File: src/hdl/eprpg_pkg.sv
// Shared constants and types for the EPROM paged read and program logic
package eprpg_pkg;

    // Memory function command codes
    localparam logic [7:0] CMD_READ_PAGE = 8'hc3;
    localparam logic [7:0] CMD_WRITE_MEM = 8'h0f;

    // CRC-8 reflected polynomial and cleared value
    localparam logic [7:0] CRC_POLY      = 8'h8c;
    localparam logic [7:0] CRC_INIT      = 8'h00;

    // Array geometry and values
    localparam int         MEM_DEPTH     = 128;
    localparam int         ADDR_W        = 7;
    localparam logic [7:0] ERASED_BYTE   = 8'hff;
    localparam logic [4:0] PAGE_LAST     = 5'h1f;
    localparam logic [6:0] ADDR_LAST     = 7'h7f;
    localparam logic [6:0] ADDR_RESET    = 7'h00;
    localparam logic [2:0] BIT_LAST      = 3'h7;
    localparam logic [2:0] BIT_RESET     = 3'h0;
    localparam logic [2:0] ADDR_MSB_BIT  = 3'h7;

    // Command interpreter states, one-hot
    typedef enum logic [11:0] {
        ST_IDLE     = 12'h001,
        ST_CMD      = 12'h002,
        ST_ADDRL    = 12'h004,
        ST_ADDRH    = 12'h008,
        ST_DATA     = 12'h010,
        ST_CRCLD    = 12'h020,
        ST_CRCTX    = 12'h040,
        ST_PROGWAIT = 12'h080,
        ST_VERIFY   = 12'h100,
        ST_RDLD     = 12'h200,
        ST_RDDATA   = 12'h400,
        ST_DONE     = 12'h800
    } eprpg_state_t;

endpackage

File: src/hdl/eprpg_crc8.sv
// Bit-serial CRC-8 generator with clear, load and shift
`timescale 1ns/1ps
module eprpg_crc8 (
    input  wire logic       core_clk,
    input  wire logic       sys_rst,
    input  wire logic       crcClear,
    input  wire logic       crcLoad,
    input  wire logic [7:0] crcLoadVal,
    input  wire logic       crcShift,
    input  wire logic       crcBit,
    output logic      [7:0] crcValue
);

    // One LSB-first step of the polynomial
    function automatic logic [7:0] crc_step(input logic [7:0] cur, input logic din);
        logic fb;
        fb = cur[0] ^ din;
        crc_step = {1'b0, cur[7:1]} ^ (fb ? eprpg_pkg::CRC_POLY : 8'h00);
    endfunction

    // Clear beats load beats shift
    always_ff @(posedge core_clk) begin
        if (sys_rst || crcClear) begin
            crcValue <= eprpg_pkg::CRC_INIT; // RULE22
        end else if (crcLoad) begin
            crcValue <= crcLoadVal; // RULE16
        end else if (crcShift) begin
            crcValue <= crc_step(crcValue, crcBit); // RULE22
        end
    end

endmodule

File: src/hdl/eprpg_array.sv
// Add-only byte array: programming can only clear bits
`timescale 1ns/1ps
module eprpg_array (
    input  wire logic                          core_clk,
    input  wire logic                          sys_rst,
    input  wire logic [eprpg_pkg::ADDR_W-1:0]  rdIndex,
    output logic      [7:0]                    rdData,
    input  wire logic                          wrEn,
    input  wire logic [eprpg_pkg::ADDR_W-1:0]  wrIndex,
    input  wire logic [7:0]                    wrData
);

    logic [7:0] cells [eprpg_pkg::MEM_DEPTH];

    // Each byte ANDs in new data, zero bits program, one bits keep
    genvar gi;
    generate
        for (gi = 0; gi < eprpg_pkg::MEM_DEPTH; gi++) begin : g_cell
            always_ff @(posedge core_clk) begin
                if (sys_rst) begin
                    cells[gi] <= eprpg_pkg::ERASED_BYTE; // RULE12
                end else if (wrEn && (wrIndex == gi[eprpg_pkg::ADDR_W-1:0])) begin
                    cells[gi] <= cells[gi] & wrData; // RULE12
                end
            end
        end
    endgenerate

    // Asynchronous read by index
    assign rdData = cells[rdIndex];

endmodule

File: src/hdl/eprpg_core.sv
// Memory function interpreter: paged read with CRC and byte write
`timescale 1ns/1ps
// Contract
// (RULE1) Paged read command is followed by low then high address byte.
// (RULE2) Device returns CRC-8 of command and both address bytes in eight slots.
// (RULE3) Master resets and repeats on a wrong command/address CRC.
// (RULE4) Data bytes stream from start address to end of 32-byte page.
// (RULE5) At page end device sends CRC-8 of the bytes read in that page.
// (RULE6) After page CRC, CRC restarts and reading continues at next page.
// (RULE7) After final page CRC every read slot answers one until bus reset.
// (RULE8) Bus reset aborts any command and returns to waiting for initialization.
// (RULE9) Write command takes address and data, device returns their CRC-8.
// (RULE10) Upper nine address bits forced zero, so bad addresses miscompare CRC.
// (RULE11) Master applies programming pulse only after a correct CRC.
// (RULE12) Erased memory reads ones; pulse clears bits where data is zero.
// (RULE13) After pulse device returns the addressed byte, AND of all writes.
// (RULE14) Master reprograms same address if verify shows unprogrammed zero bits.
// (RULE15) After eight verify slots the address always increments.
// (RULE16) On increment the new address low byte is loaded into the CRC.
// (RULE17) Later passes take one data byte, shift it, return the CRC.
// (RULE18) First pass CRC covers command, low address, high address, data.
// (RULE19) Master restarts write command on a wrong later-pass CRC.
// (RULE20) Device never checks CRC; it programs on every programming pulse. Here only a pulse while in ST_PROGWAIT programs; other pulses are ignored.
// (RULE21) All bytes travel least significant bit first.
// (RULE22) CRC-8 is x^8+x^5+x^4+1, LSB first, cleared at command start.
module eprpg_core (
    input  wire logic core_clk,
    input  wire logic sys_rst,
    input  wire logic cmdStart,
    input  wire logic busReset,
    input  wire logic slotWrite,
    input  wire logic slotBit,
    input  wire logic slotRead,
    input  wire logic progPulse,
    output logic      readBit,
    output logic      progArmed,
    output logic      cmdActive
);

    // All inputs come from the bus signalling logic on core_clk

    eprpg_pkg::eprpg_state_t state;
    eprpg_pkg::eprpg_state_t next_state;

    logic [2:0]                         bitCnt;
    logic [7:0]                         rxShift;
    logic [7:0]                         txShift;
    logic [eprpg_pkg::ADDR_W-1:0]       addr;
    logic [7:0]                         scratch;
    logic                               isWrite;
    logic                               pageCrc;
    logic                               lastPage;

    logic [7:0]                         crcValue;
    logic [7:0]                         memRd;

    // Phases in which write slots carry command, address or data bits
    function automatic logic rx_state(input eprpg_pkg::eprpg_state_t s);
        case (s)
            eprpg_pkg::ST_CMD,
            eprpg_pkg::ST_ADDRL,
            eprpg_pkg::ST_ADDRH,
            eprpg_pkg::ST_DATA: begin
                rx_state = 1'b1;
            end
            default: begin
                rx_state = 1'b0;
            end
        endcase
    endfunction

    // Phases in which read slots take bits from the outgoing shifter
    function automatic logic tx_state(input eprpg_pkg::eprpg_state_t s);
        case (s)
            eprpg_pkg::ST_CRCTX,
            eprpg_pkg::ST_VERIFY,
            eprpg_pkg::ST_RDDATA: begin
                tx_state = 1'b1;
            end
            default: begin
                tx_state = 1'b0;
            end
        endcase
    endfunction

    // Command byte names one of the two functions served here
    function automatic logic known_cmd(input logic [7:0] b);
        case (b)
            eprpg_pkg::CMD_READ_PAGE,
            eprpg_pkg::CMD_WRITE_MEM: begin
                known_cmd = 1'b1;
            end
            default: begin
                known_cmd = 1'b0;
            end
        endcase
    endfunction

    // State decodes
    wire inCmd      = (state == eprpg_pkg::ST_CMD);
    wire inAddrL    = (state == eprpg_pkg::ST_ADDRL);
    wire inAddrH    = (state == eprpg_pkg::ST_ADDRH);
    wire inData     = (state == eprpg_pkg::ST_DATA);
    wire inCrcLd    = (state == eprpg_pkg::ST_CRCLD);
    wire inCrcTx    = (state == eprpg_pkg::ST_CRCTX);
    wire inProgWait = (state == eprpg_pkg::ST_PROGWAIT);
    wire inVerify   = (state == eprpg_pkg::ST_VERIFY);
    wire inRdLd     = (state == eprpg_pkg::ST_RDLD);
    wire inRdData   = (state == eprpg_pkg::ST_RDDATA);
    wire inIdle     = (state == eprpg_pkg::ST_IDLE);

    // Receiving and transmitting phases
    wire rxPhase = rx_state(state);
    wire txPhase = tx_state(state);

    // Slot qualified events
    wire rxSlot   = slotWrite & rxPhase;
    wire txSlot   = slotRead & txPhase;
    wire lastBit  = (bitCnt == eprpg_pkg::BIT_LAST);
    wire byteDone = rxSlot & lastBit;
    wire txDone   = txSlot & lastBit;

    // Assembled byte, bits arrive LSB first
    wire [7:0] rxByte = {slotBit, rxShift[7:1]}; // RULE21

    // Command decodes
    wire isWriteCmd = (rxByte == eprpg_pkg::CMD_WRITE_MEM);
    wire cmdKnown   = known_cmd(rxByte); // RULE1 RULE9

    // Position in the array
    wire pageEnd = (addr[4:0] == eprpg_pkg::PAGE_LAST);
    wire addrEnd = (addr == eprpg_pkg::ADDR_LAST);
    wire [eprpg_pkg::ADDR_W-1:0] addrInc = addr + 7'h01;

    // Address bits the write path drops in truncation
    wire addrBitMasked = inAddrH | (inAddrL & (bitCnt == eprpg_pkg::ADDR_MSB_BIT));

    // CRC feed selection
    wire crcClear = (inIdle & cmdStart) | (inCrcTx & txDone & ~isWrite); // RULE22 RULE6
    wire crcLoad  = inVerify & txDone; // RULE16
    wire [7:0] crcLoadVal = {1'b0, addrInc}; // RULE16
    wire crcShift = rxSlot | (slotRead & inRdData); // RULE18 RULE17 RULE5
    wire crcBit   = inRdData ? txShift[0]
                  : ((isWrite & addrBitMasked) ? 1'b0 : slotBit); // RULE10

    // Programming takes place on any pulse while armed
    wire progWrite = inProgWait & progPulse; // RULE20

    // Verify value is the byte after this pulse is applied
    wire [7:0] verifyByte = memRd & scratch; // RULE13

    eprpg_crc8 u_crc (
        .core_clk   (core_clk),
        .sys_rst    (sys_rst),
        .crcClear   (crcClear),
        .crcLoad    (crcLoad),
        .crcLoadVal (crcLoadVal),
        .crcShift   (crcShift),
        .crcBit     (crcBit),
        .crcValue   (crcValue)
    );

    eprpg_array u_array (
        .core_clk (core_clk),
        .sys_rst  (sys_rst),
        .rdIndex  (addr),
        .rdData   (memRd),
        .wrEn     (progWrite),
        .wrIndex  (addr),
        .wrData   (scratch)
    );

    // Sequencing of the command phases
    always_comb begin
        next_state = state;
        case (state)
            eprpg_pkg::ST_IDLE: begin
                if (cmdStart) begin
                    next_state = eprpg_pkg::ST_CMD;
                end
            end
            eprpg_pkg::ST_CMD: begin
                if (byteDone) begin
                    if (cmdKnown) begin
                        next_state = eprpg_pkg::ST_ADDRL; // RULE1 RULE9
                    end else begin
                        next_state = eprpg_pkg::ST_DONE;
                    end
                end
            end
            eprpg_pkg::ST_ADDRL: begin
                if (byteDone) begin
                    next_state = eprpg_pkg::ST_ADDRH; // RULE1
                end
            end
            eprpg_pkg::ST_ADDRH: begin
                if (byteDone) begin
                    next_state = isWrite ? eprpg_pkg::ST_DATA : eprpg_pkg::ST_CRCLD; // RULE2 RULE9
                end
            end
            eprpg_pkg::ST_DATA: begin
                if (byteDone) begin
                    next_state = eprpg_pkg::ST_CRCLD; // RULE17
                end
            end
            eprpg_pkg::ST_CRCLD: begin
                next_state = eprpg_pkg::ST_CRCTX;
            end
            eprpg_pkg::ST_CRCTX: begin
                if (txDone) begin
                    if (isWrite) begin
                        next_state = eprpg_pkg::ST_PROGWAIT;
                    end else if (pageCrc && lastPage) begin
                        next_state = eprpg_pkg::ST_DONE; // RULE7
                    end else begin
                        next_state = eprpg_pkg::ST_RDLD; // RULE6
                    end
                end
            end
            eprpg_pkg::ST_PROGWAIT: begin
                if (progPulse) begin
                    next_state = eprpg_pkg::ST_VERIFY; // RULE20
                end
            end
            eprpg_pkg::ST_VERIFY: begin
                if (txDone) begin
                    next_state = eprpg_pkg::ST_DATA; // RULE15 RULE17
                end
            end
            eprpg_pkg::ST_RDLD: begin
                next_state = eprpg_pkg::ST_RDDATA;
            end
            eprpg_pkg::ST_RDDATA: begin
                if (txDone) begin
                    next_state = pageEnd ? eprpg_pkg::ST_CRCLD : eprpg_pkg::ST_RDLD; // RULE4 RULE5
                end
            end
            eprpg_pkg::ST_DONE: begin
                next_state = eprpg_pkg::ST_DONE; // RULE7
            end
            default: begin
                next_state = eprpg_pkg::ST_IDLE;
            end
        endcase
        if (busReset) begin
            next_state = eprpg_pkg::ST_IDLE; // RULE8
        end
    end

    // State register
    always_ff @(posedge core_clk) begin
        if (sys_rst) begin
            state <= eprpg_pkg::ST_IDLE;
        end else begin
            state <= next_state;
        end
    end

    // Bit counter restarts at every phase change
    always_ff @(posedge core_clk) begin
        if (sys_rst || (next_state != state)) begin
            bitCnt <= eprpg_pkg::BIT_RESET;
        end else if (rxSlot || txSlot) begin
            bitCnt <= bitCnt + 3'h1;
        end
    end

    // Incoming bit shifter, LSB first
    always_ff @(posedge core_clk) begin
        if (sys_rst) begin
            rxShift <= eprpg_pkg::ERASED_BYTE;
        end else if (rxSlot) begin
            rxShift <= rxByte; // RULE21
        end
    end

    // Command kind latched from the command byte
    always_ff @(posedge core_clk) begin
        if (sys_rst) begin
            isWrite <= 1'b0;
        end else if (inCmd && byteDone) begin
            isWrite <= isWriteCmd;
        end
    end

    // Address counter, seven bits kept, upper bits dropped
    always_ff @(posedge core_clk) begin
        if (sys_rst) begin
            addr <= eprpg_pkg::ADDR_RESET;
        end else if (inAddrL && byteDone) begin
            addr <= rxByte[eprpg_pkg::ADDR_W-1:0]; // RULE10
        end else if ((inVerify || inRdData) && txDone) begin
            addr <= addrInc; // RULE15 RULE4
        end
    end

    // Scratchpad for the byte to be programmed
    always_ff @(posedge core_clk) begin
        if (sys_rst) begin
            scratch <= eprpg_pkg::ERASED_BYTE;
        end else if (inData && byteDone) begin
            scratch <= rxByte; // RULE17
        end
    end

    // Page CRC pending and final page marks
    always_ff @(posedge core_clk) begin
        if (sys_rst || inCmd) begin
            pageCrc  <= 1'b0;
            lastPage <= 1'b0;
        end else if (inRdData && txDone && pageEnd) begin
            pageCrc  <= 1'b1; // RULE5
            lastPage <= addrEnd; // RULE7
        end
    end

    // Outgoing shifter, idle value ones so open slots read high
    always_ff @(posedge core_clk) begin
        if (sys_rst || busReset) begin
            txShift <= eprpg_pkg::ERASED_BYTE; // RULE8
        end else if (inCrcLd) begin
            txShift <= crcValue; // RULE2 RULE5 RULE9 RULE17
        end else if (inRdLd) begin
            txShift <= memRd; // RULE4
        end else if (progWrite) begin
            txShift <= verifyByte; // RULE13
        end else if (txSlot) begin
            txShift <= {1'b1, txShift[7:1]}; // RULE21 RULE7
        end
    end

    // Status flags, registered
    always_ff @(posedge core_clk) begin
        if (sys_rst) begin
            progArmed <= 1'b0;
            cmdActive <= 1'b0;
        end else begin
            progArmed <= (next_state == eprpg_pkg::ST_PROGWAIT);
            cmdActive <= (next_state != eprpg_pkg::ST_IDLE);
        end
    end

    // Bit presented for the next read slot
    assign readBit = txShift[0];

endmodule

File: config.mk
export PLATFORM = sky130hd
export DESIGN_NAME = eprpg_core
export DESIGN_NICKNAME = d
export VERILOG_FILES = /design/src/hdl/eprpg_pkg.sv /design/src/hdl/eprpg_crc8.sv /design/src/hdl/eprpg_array.sv /design/src/hdl/eprpg_core.sv
export SDC_FILE = /design/constraint.sdc
export NUM_CORES = 2
export LEC_CHECK = 0
export ABC_AREA = 1
export CAP_MARGIN = 0
export CORE_AREA = 2 2 403 405
export DETAILED_ROUTE_END_ITERATION = 8
export DIE_AREA = 0 0 405 407
export DONT_BUFFER_PORTS = 1
export SLEW_MARGIN = 20
export SYNTH_ARGS = -nofsm -noshare
export SYNTH_HDL_FRONTEND = slang
export SYNTH_HIERARCHICAL = 1
export SYNTH_SLANG_ARGS = --single-unit
export TNS_END_PERCENT = 1
File: constraint.sdc
create_clock -name core_clk -period 4.1 [get_ports core_clk]
set_input_delay 0 -clock core_clk [delete_from_list [all_inputs] [get_ports core_clk]]
set_output_delay 0 -clock core_clk [all_outputs]
set_load 0.1 [all_outputs]
==> metrics <==
status finished clean; Syn Nets 6,489; CP required 4.78 ns; Hold Fails Final Rpt 0; Crit path largest cell delay 0.54 ns; Slowest cell on crit path dlygate4sd3_1; top cells by count, synth 3,408 x nand2_1, 1,024 x edfxtp_1, 971 x nand3_1, 170 x clkbuf_1, 151 x o21ai_0; Distinct cells, synth 49; Synth area leader edfxtp_1; clock skew after layout 0.03054 ns; RSZ-0062 raised after global routing no; Die ar. 164,800 sq um; final instance area 62,940 sq um; DRC violations left 0; CTS sink count 1,082; Max-cap violations 0; layout cells sized above 1 8.835%; Syn Area/Cell 8.623 sq um; grt total ovfl 0; final setup fails 0; arrival time at the worst endpoint 4.58 ns; Top Ports 11; hold crit path type in2reg; min Tclk post-route 3.897 ns; fin worst setup slack 0.2027 ns; asr flop ratio synth 0%; first-pass detailed-route iteration total 6; drt total wl 179,200 um; Max Root-Sink Buffers 3; total power 24.99 mW; # fillers 16,100; wire per inst 20.59 um; placed instance area 58,250 sq um; Core Area 160,200 sq um; Max VDD drop 0.0003488 V; Fin Hold WS 0.06103 ns; DIE WIDTH 405 um; First DRT Iteration DRCs 5,994; Syn Std Cell Area 55,850 sq um; total number of vias 46,730; post-place setup slack 0.6521 ns; Yosys reg bits 1,082; Final ANT Viol Nets 0; synthesis-to-layout area growth 12.70%; Initial Utilization 34.86%; synth warn 6; crit start category flop; crit end category flop; CP most frequent cell nand2_1; fmax 256.6 MHz; DR vias/cell 5.370; vias in the first global route 44,260; Static Leak 25.02 nW; critical-path cell list inv_16 -> buf_4 -> buf_4 -> nand2_1 -> nand3_1 -> nand3_1 -> nand3_1 -> nand2_1 -> nand2_1 -> nand3_1 -> nand2_1 -> nand2_1 -> nand2_1 -> a21oi_1 -> o21ai_0 -> nand2_1 -> nand3_1 -> dlygate4sd3_1; pin count of the biggest net entering global routing 145; diodes inserted 0; clk slew on worst S/H paths 0.06 ns; post-layout util 39.29%; Tcrit/Tclk final 95.06%; CTS Root Buffer Type clkbuf_16; most common cell in the netlist nand2_1; CTS buffer count 118; gate count of the mapped netlist 6,477; TNS Setup 0 ns; register area 31,950 sq um; CP Class reg2reg; Buf/Inv on CP 4; Inst Count DP 8,413; initial antenna violation count 1; detailed placer's ending HPWL 108,000 um; final std cells w/o fill 8,702; first-pass GRT wire length 271,900 um; Final nets 6,454; Slew Limit Fails 0; CTS H-tree lvls 3; CP top delay family buffers and inverters; total global-route track usage 21.34%; routability cong. 0.9012; CTS tree yes; Die Height 407 um; worst-margin pin slew 1.154 ns; I/O Buffers 0; Worst R2R Setup Slack 0.20 ns; EDFF count, synth 1,024; Site Rows 147; PwrDens 397.0 nW/um^2; CP max FO 144; post_cts resized 0; Main synth FF type edfxtp_1; Yosys top cell area share 55.06%; Worst-Skew Late Latency 0.74 ns; top post-synthesis cells by area edfxtp_1 55%, nand2_1 23%, nand3_1 8.7%; Relative slew margins 22.27%; Seq/Total Area, Yosys 57.14%; multi-input gate area in the final layout 21,400 sq um
placed cells by master, fill, tap and decap left out, types with 10 or more instances in the layout:
| cell type | instances |
|---|---|
| nand2_1 | 3408 |
| o211ai_1 | 14 |
| bufinv_16 | 16 |
| buf_12 | 26 |
| o21ai_0 | 114 |
| dfxtp_1 | 45 |
| clkinv_1 | 23 |
| clkinv_2 | 25 |
| nor3_4 | 52 |
| a21oi_1 | 38 |
| clkbuf_1 | 17 |
| nand3_1 | 966 |
| clkbuf_16 | 121 |
| nor2_1 | 64 |
| inv_2 | 12 |
| clkinvlp_4 | 10 |
| edfxtp_1 | 1024 |
| dfxtp_4 | 11 |
| buf_4 | 162 |
| dlygate4sd3_1 | 68 |
| inv_1 | 92 |
| o21ai_1 | 40 |
| nor3_2 | 78 |
flip-flops by register name, summed over array words and instances (netlist names):
signal          cells
u_crc/crcValue      8
bitCnt              3
progArmed           1
rxShift             7
lastPage            1
state              12
pageCrc             1
txShift             8
addr                7
cmdActive           1
isWrite             1
u_array/cells    1024
scratch             8
tightest hold or removal path, cell delays in order:
cell and delay (ns):
nor2_1 0.02, dlygate4sd3_1 0.61, nand2_1 0.09, inv_1 0.03
routing by layer:
layer	vias to the layer above	part of all wire, %	global-route usage [%]
met4	2	4.0	8.458
met1	22490	42	29.80
li1	21520	-	-
met3	354	9.1	2.956
met5	-	0.0061	0
met2	2360	45	33.47
cells by family (layout without fill, tap and decap cells):
family,count (synthesis),in the layout,share of synthesized area (%)
AOI/OAI and AO/OA,230,230,2.258
xor gates and xnor gates,5,5,0.07841
adders and majority gates,4,4,0.08962
buffers and inverters,524,589,4.588
DFF,1082,1082,57.14
muxes,2,2,0.03585
other,1,1,0.006714
and+or+nand+nor,4629,4629,35.81
layout make-up:
cell class / instances / share of cell area (%)
Tap cell: 2160 / 4.294
Clock inverter: 78 / 1.334
Inverter: 112 / 0.7176
Multi-Input combinational cell: 4871 / 34.00
Sequential cell: 1082 / 50.77
Clock buffer: 142 / 5.000
Timing Repair Buffer: 257 / 3.884
final timing paths:
kind / cells after the start / start / to
worst max-delay path: 18 / addr[0]$_SDFFE_PP0P_ / txShift[0]$_SDFFE_PP1P_
worst min-delay path: 4 / sys_rst / u_crc/crcValue[4]$_SDFFE_PP0P_
worst max register to register: 18 / addr[0]$_SDFFE_PP0P_ / txShift[0]$_SDFFE_PP1P_
worst min register to register: 2 / pageCrc$_SDFFE_PP0P_ / pageCrc$_SDFFE_PP0P_
repair_timing:
| item | CTS | global route |
|---|---|---|
| hold buffers | 69 | 0 |
| buffers inserted | 0 | 0 |
| endpoints found under the setup margin | 0 | 0 |
| hold endpoints to repair | 1082 | 0 |
report_power, final:
part | switching, mW | internal (mW)
Sequential | 0.314 | 12.6
Clock | 4.62 | 6.46
Combinational | 0.676 | 0.336
Total | 5.61 | 19.4
No activity file was read; power rests on OpenSTA's default activity.
